<file path="config.mk">
export PLATFORM = sky130hd
export DESIGN_NAME = spcg_gate
export DESIGN_NICKNAME = d
export VERILOG_FILES = /design/src/design/spcg_pkg.sv /design/src/design/spcg_gate.sv
export SDC_FILE = /design/constraint.sdc
export NUM_CORES = 1
export LEC_CHECK = 0
export BUFFER_PORTS_ARGS = -buffer_cell sky130_fd_sc_hd__buf_4
export CORE_MARGIN = 8
export CORE_UTILIZATION = 45
export CTS_CLUSTER_SIZE = 20
export DETAILED_ROUTE_END_ITERATION = 12
export GPL_TIMING_DRIVEN = 0
export MAX_ROUTING_LAYER = met4
export PLACE_DENSITY = 0.74
export SLEW_MARGIN = 20
export SYNTH_ARGS = -nofsm -noshare
export SYNTH_HDL_FRONTEND = slang
export SYNTH_SLANG_ARGS = --single-unit
</file>
<file path="constraint.sdc">
create_clock -name ref_clk -period 4.4 [get_ports ref_clk]
set_input_delay 0.22 -clock ref_clk [delete_from_list [all_inputs] [get_ports ref_clk]]
set_output_delay 0.22 -clock ref_clk [all_outputs]
set_load 0.05 [all_outputs]
</file>
<file path="src/design/spcg_pkg.sv">
// Shared constants for the sleep-mode port clock gating block
package spcg_pkg;
	localparam int ADDR_W = 12;
	localparam int PORT_N = 8;
	localparam logic [31:0] SYSCTL_BASE = 32'h400fe000;
	localparam logic [11:0] SLEEP_GATE_OFF = 12'h118;
	localparam logic [11:0] RUN_GATE_OFF = 12'h108;
	localparam logic [11:0] DEEP_GATE_OFF = 12'h128;
	localparam logic [11:0] RUN_CFG_OFF = 12'h060;
	localparam logic [11:0] IRQ_STAT_OFF = 12'h800;
	localparam logic [11:0] IRQ_MASK_OFF = 12'h804;
	localparam logic [11:0] PWR_STATE_OFF = 12'h808;
	localparam int AUTO_GATE_BIT = 27;
	localparam logic [7:0] GATE_RESET = 8'h00;
	localparam logic [31:0] RUN_CFG_RESET = 32'h00000000;
	localparam int IRQ_FAULT_BIT = 0;
	localparam int IRQ_CHANGE_BIT = 1;
	localparam int IRQ_W = 2;
	typedef enum logic [2:0] {
		SPCG_RUN = 3'b001,
		SPCG_SLEEP = 3'b010,
		SPCG_DEEP = 3'b100
	} spcg_pwr_e;
endpackage

</file>
<file path="src/design/spcg_gate.sv">
// Sleep-mode port clock gating register with run and deep-sleep siblings
`timescale 1ns/1ps
module spcg_gate (
	input wire logic ref_clk, // System clock, 50 MHz
	input wire logic rst_n, // Synchronous reset, active low
	input wire logic [11:0] reg_addr, // Register byte offset
	input wire logic [31:0] reg_wdata, // Write data
	input wire logic reg_wr, // Write strobe
	input wire logic reg_rd, // Read strobe
	output logic [31:0] reg_rdata, // Read data, cycle after strobe
	input wire logic [1:0] pwr_state, // 0 run, 1 sleep, 2/3 deep, from pins
	input wire logic port_acc, // Access to a port unit
	input wire logic [2:0] port_sel, // Port targeted by access
	output logic port_fault, // Bus fault pulse for gated access
	output logic [7:0] port_clk_en, // Per-port clock enable, A..H
	output logic irq // Level interrupt
);
	logic [7:0] sleep_reg, sleep_next;
	logic [7:0] run_reg, run_next;
	logic [7:0] deep_reg, deep_next;
	logic auto_reg, auto_next;
	logic [1:0] stat_reg, stat_next;
	logic [1:0] mask_reg, mask_next;
	logic [31:0] rdata_reg, rdata_next;
	logic fault_reg, fault_next;
	logic [7:0] en_reg, en_next;
	logic irq_reg, irq_next;
	logic [1:0] pwr_meta_reg, pwr_sync_reg;
	logic [7:0] sel;
	spcg_pkg::spcg_pwr_e st;

	function automatic logic [31:0] pad8(input logic [7:0] v);
		pad8 = {24'h000000, v};
	endfunction

	// Power state from pins, two-stage synchroniser
	always_ff @(posedge ref_clk) begin
		if (!rst_n) begin
			pwr_meta_reg <= 2'h0;
			pwr_sync_reg <= 2'h0;
		end else begin
			pwr_meta_reg <= pwr_state;
			pwr_sync_reg <= pwr_meta_reg;
		end
	end

	// One address compare shared by every write decode
	function automatic logic hit(input logic strobe, input logic [11:0] a,
			input logic [11:0] off);
		hit = strobe && (a == off);
	endfunction

	// Enable bit that guards one port
	function automatic logic port_on(input logic [7:0] en, input logic [2:0] p);
		case (p)
			3'h0: port_on = en[0];
			3'h1: port_on = en[1];
			3'h2: port_on = en[2];
			3'h3: port_on = en[3];
			3'h4: port_on = en[4];
			3'h5: port_on = en[5];
			3'h6: port_on = en[6];
			default: port_on = en[7];
		endcase
	endfunction

	// Codes 2 and 3 both mean deep sleep, so no state is left undecoded
	always_comb begin
		case (pwr_sync_reg)
			2'h0: begin
				st = spcg_pkg::SPCG_RUN;
			end
			2'h1: begin
				st = spcg_pkg::SPCG_SLEEP;
			end
			default: begin
				st = spcg_pkg::SPCG_DEEP;
			end
		endcase
	end

	// Gate registers: only the low byte is storage
	always_comb begin
		sleep_next = sleep_reg;
		run_next = run_reg;
		deep_next = deep_reg;
		if (hit(reg_wr, reg_addr, spcg_pkg::SLEEP_GATE_OFF)) begin
			sleep_next = reg_wdata[7:0];
		end
		if (hit(reg_wr, reg_addr, spcg_pkg::RUN_GATE_OFF)) begin
			run_next = reg_wdata[7:0];
		end
		if (hit(reg_wr, reg_addr, spcg_pkg::DEEP_GATE_OFF)) begin
			deep_next = reg_wdata[7:0];
		end
	end

	always_ff @(posedge ref_clk) begin
		if (!rst_n) begin
			sleep_reg <= spcg_pkg::GATE_RESET;
			run_reg <= spcg_pkg::GATE_RESET;
			deep_reg <= spcg_pkg::GATE_RESET;
		end else begin
			sleep_reg <= sleep_next;
			run_reg <= run_next;
			deep_reg <= deep_next;
		end
	end

	// Auto gating select: one bit of the run configuration word
	always_comb begin
		auto_next = auto_reg;
		if (hit(reg_wr, reg_addr, spcg_pkg::RUN_CFG_OFF)) begin
			auto_next = reg_wdata[spcg_pkg::AUTO_GATE_BIT];
		end
	end

	always_ff @(posedge ref_clk) begin
		if (!rst_n) begin
			auto_reg <= spcg_pkg::RUN_CFG_RESET[spcg_pkg::AUTO_GATE_BIT];
		end else begin
			auto_reg <= auto_next;
		end
	end

	// Interrupt mask
	always_comb begin
		mask_next = mask_reg;
		if (hit(reg_wr, reg_addr, spcg_pkg::IRQ_MASK_OFF)) begin
			mask_next = reg_wdata[1:0];
		end
	end

	always_ff @(posedge ref_clk) begin
		if (!rst_n) begin
			mask_reg <= 2'h0;
		end else begin
			mask_reg <= mask_next;
		end
	end

	// Read mux: data stand one cycle, then fall back to zero
	always_comb begin
		rdata_next = 32'h00000000;
		if (reg_rd) begin
			case (reg_addr)
				spcg_pkg::SLEEP_GATE_OFF: begin
					rdata_next = pad8(sleep_reg);
				end
				spcg_pkg::RUN_GATE_OFF: begin
					rdata_next = pad8(run_reg);
				end
				spcg_pkg::DEEP_GATE_OFF: begin
					rdata_next = pad8(deep_reg);
				end
				spcg_pkg::RUN_CFG_OFF: begin
					rdata_next = 32'(auto_reg) << spcg_pkg::AUTO_GATE_BIT;
				end
				spcg_pkg::IRQ_STAT_OFF: begin
					rdata_next = {30'h0, stat_reg};
				end
				spcg_pkg::IRQ_MASK_OFF: begin
					rdata_next = {30'h0, mask_reg};
				end
				spcg_pkg::PWR_STATE_OFF: begin
					rdata_next = {29'h0, st};
				end
				default: begin
					rdata_next = 32'h00000000;
				end
			endcase
		end
	end

	always_ff @(posedge ref_clk) begin
		if (!rst_n) begin
			rdata_reg <= 32'h00000000;
		end else begin
			rdata_reg <= rdata_next;
		end
	end

	// choose register by state; sleep and deep only with auto gating
	always_comb begin
		case (st)
			spcg_pkg::SPCG_RUN: begin
				sel = run_reg;
			end
			spcg_pkg::SPCG_SLEEP: begin
				sel = auto_reg ? sleep_reg : run_reg;
			end
			spcg_pkg::SPCG_DEEP: begin
				sel = auto_reg ? deep_reg : run_reg;
			end
			default: begin
				sel = run_reg;
			end
		endcase
	end

	// enable flops change on one edge, gate cells latch them
	always_comb begin
		en_next = sel;
	end

	always_ff @(posedge ref_clk) begin
		if (!rst_n) begin
			en_reg <= spcg_pkg::GATE_RESET;
		end else begin
			en_reg <= en_next;
		end
	end

	always_comb begin
		fault_next = port_acc && !port_on(en_reg, port_sel);
	end

	always_ff @(posedge ref_clk) begin
		if (!rst_n) begin
			fault_reg <= 1'b0;
		end else begin
			fault_reg <= fault_next;
		end
	end

	// Set wins over write-one-to-clear, so no event is lost to a clear
	always_comb begin
		stat_next = stat_reg;
		if (hit(reg_wr, reg_addr, spcg_pkg::IRQ_STAT_OFF)) begin
			stat_next = stat_reg & ~reg_wdata[1:0];
		end
		if (fault_next) begin
			stat_next[spcg_pkg::IRQ_FAULT_BIT] = 1'b1;
		end
		if (en_next != en_reg) begin
			stat_next[spcg_pkg::IRQ_CHANGE_BIT] = 1'b1;
		end
	end

	always_ff @(posedge ref_clk) begin
		if (!rst_n) begin
			stat_reg <= 2'h0;
		end else begin
			stat_reg <= stat_next;
		end
	end

	// Built from next values so the line moves with the status bit
	always_comb begin
		irq_next = |(stat_next & mask_next);
	end

	always_ff @(posedge ref_clk) begin
		if (!rst_n) begin
			irq_reg <= 1'b0;
		end else begin
			irq_reg <= irq_next;
		end
	end

	assign reg_rdata = rdata_reg;
	assign port_fault = fault_reg;
	assign port_clk_en = en_reg;
	assign irq = irq_reg;
endmodule // spcg_gate

</file>
==> metrics.md <==
| Metric | Value |
|---|---|
| Worst Hold Class | `in2reg` |
| CP max FO | `10` |
| Initial Util | `45.7%` |
| Share of the synthesized area in the top cell type | `39.2%` |
| Register area share after synthesis | `39.2%` |
| Number of max-cap violations | `0` |
| Least-Margin Pin Slew | `0.556 ns` |
| Clock Latency Late Sink | `0.31 ns` |
| Unique masters post-synth | `44` |
| Max transition margin | `62.9%` |
| Status | `finished, final reports clean` |
| Setup TNS | `0 ns` |
| FF-to-FF Start | `pwr_sync_reg[1]$_SDFF_PN0_` |
| Row count | `28` |
| Pwr Density | `268 mW/mm2` |
| Post-Layout Cell Count | `429` |
| Final WL | `6410 um` |
| Max frequency | `525 MHz` |
| Clk pin slew, worst setup/hold paths | `0.09 ns` |
| Worst Setup SP | `pwr_sync_reg[1]$_SDFF_PN0_` |
| Hold_buf cts | `0` |
| Register-to-register setup slack | `2.50 ns` |
| Utilization after layout | `56.4%` |
| Clock Tree Buf Depth | `2` |
| Total GRT Usage | `15.3%` |
| Worst Path Arrival | `2.11 ns` |
| Critical R2R Capture | `irq$_SDFF_PN0_` |
| Number of global-route vias before repair | `2090` |
| Finish-stage setup viols | `0` |
| Die Height | `92.9 um` |
| Antenna viol nets, final | `0` |
| CTS H-tree depth | `2` |
| Full die area | `0.00862 mm2` |
| Unrepaired setup endpoints after global routing | `no` |
| Setup bufs post-CTS | `0` |
| Residual DRC | `0` |
| Commonest non-fill, non-tap cell in the layout | `buf_4` |
| Initial antenna violation count | `0` |
| Max Slew Vio Count | `0` |
| Die width | `92.9 um` |
| Placer congestion estimate | `0.794` |
| Vias | `2148` |
| Clock Skews | `0.00552 ns` |
| Pin count of the biggest net entering global routing | `15` |
| Placed insts | `421` |
| Global route overflow | `0` |
| Peak VDD IR | `0.175 mV` |
| Layout Nets | `407` |
| CTS buffer count | `5` |
| Max FFs per register | `9` |
| Via-to-Cell Ratio | `5.01` |
| Period utilization | `43.3%` |
| HPWL Detailed | `4790 um` |
| Global-route wire length before repair | `10300 um` |
| Post-cts sizing count | `0` |
| CTS Sinks | `52` |
| Ant. Diodes | `0` |
| Area leader, netlist | `dfxtp_1` |
| Worst Reg-to-Reg Cells | `8` |
| # IOs | `96` |
| Area Overhead vs Synth | `23.3%` |
| Post-Synthesis Cell Area | `0.00266 mm2` |
| Critical Path End Type | `flop` |
| Starting DRC count in detailed routing | `123` |
| Hold violation count in the final report | `0` |
| Setup CP Type | `reg2reg` |
| CP endpoint | `irq$_SDFF_PN0_` |
| Minimum clock period | `1.90 ns` |
| Yosys warns | `0` |
| Average wire per standard cell | `14.9 um` |
| Fillcell total | `556` |
| Share of layout cells above drive strength 1 | `29.4%` |
| Detailed Routing Iterations Pass 1 | `5` |
| Core box area | `0.00582 mm2` |
| Port Buf Inserts | `47` |
| Most frequent cells in the layout | `buf_4 (72), dfxtp_1 (52), nor2_1 (50)` |
| Worst EP required | `4.61 ns` |
| Post-synthesis register bit count | `52` |
| Largest cells by area after synthesis | `dfxtp_1 (39%), mux2i_1 (13%), buf_4 (7.1%)` |
| Crit start category | `flop` |
| CTS Root Buffer Type | `clkbuf_8` |
| Leak | `0.00152 uW` |
| Synth Instances | `277` |
| CTS tree | `built` |
| Synth Area per Inst | `9.60 um2` |
synth_stat cells, drive strengths merged:
cell type and n:
dfxtp 52, nor2 50, mux2i 34, buf 33, nand2 13, a21oi 9, nand3 9, nand3b 9
o211ai 9, nand4bb 8, xor2 8, and2 5, clkbuf 5, nor3 3, o21ai 3, a22o 2
a22oi 2, and4 2, mux4 2, nand4 2, nor2b 2, a211o 1, a21boi 1, a221oi 1
a31oi 1, and3 1, conb 1, inv 1, nand4b 1, nor3b 1, nor4 1, nor4b 1
nor4bb 1, o21a 1, o41ai 1, or3 1
cell families (layout without fill, tap and decap cells):
logic type	count (synthesis)	after routing	synth area share, %
and+or+nand+nor	110	110	23.6
other	1	23	0.141
AOI/OAI and AO/OA	31	31	9.60
muxes	36	36	14.5
xor gates and xnor gates	8	8	2.64
DFF	52	52	39.2
buffers and inverters	39	94	10.4
per-layer routing:
metal	vias up	wire, um	GRT usage [%]	share of wire (%)
met5	-	0	-	0
met4	0	67	3.62	1.0
met3	7	434	4.94	6.8
met2	60	3100	24.4	48
met1	1012	2800	18.1	44
li1	1069	-	-	-
critical path, cell delays in order (launching register included):
cell      delay [ns]
dfxtp_1         0.34
buf_4           0.17
buf_2           0.24
nand3b_1        0.13
o211ai_2        0.12
xor2_1          0.19
nand4_1         0.13
a211o_1         0.25
a22o_1          0.22
final cells by class:
cell class | instances | area, um2 | share of cell area [%]
tap | 75 | 93.8 | 2.86
timing repair buffer | 47 | 353 | 10.8
multi-input combinational | 208 | 1420 | 43.4
buffer | 38 | 273 | 8.32
inverter | 1 | 3.75 | 0.115
clock buffer | 8 | 90.1 | 2.75
sequential | 52 | 1040 | 31.8
worst min path at each step:
stage	startpoint	end	slack [ns]	cells after the start
CTS	pwr_state[0]	pwr_meta_reg[0]$_SDFF_PN0_	0.12	2
detailed placement	pwr_meta_reg[1]$_SDFF_PN0_	pwr_sync_reg[1]$_SDFF_PN0_	0.42	1
global route	pwr_state[1]	pwr_meta_reg[1]$_SDFF_PN0_	0.12	2
finish	pwr_state[1]	pwr_meta_reg[1]$_SDFF_PN0_	0.12	2
floorplan	pwr_state[0]	pwr_meta_reg[0]$_SDFF_PN0_	0.35	1
global placement	pwr_meta_reg[1]$_SDFF_PN0_	pwr_sync_reg[1]$_SDFF_PN0_	0.42	1
where the power goes:
part | leakage [uW] | switching, uW | total, uW | internal [uW]
sequential | 0.000420 | 1.27 | 474 | 473
combinational | 0.00106 | 81.0 | 125 | 44.0
clock | 0.0000455 | 151 | 280 | 129
stage by stage:
step / instance area [um2] / hold slack [ns] / setup WS, ns / total power (uW)
6_report: 3280 / 0.118 / 2.50 / 879
5_1_grt: 3280 / 0.117 / 2.35 / 912
4_1_cts: 3280 / 0.116 / 2.49 / 884
3_5_place_dp: 3190 / 0.421 / 2.52 / 609
3_3_place_gp: 3190 / 0.416 / 2.51 / 608
2_1_floorplan: 2740 / 0.347 / 2.71 / 572
Power figures use the tool's default switching activity.
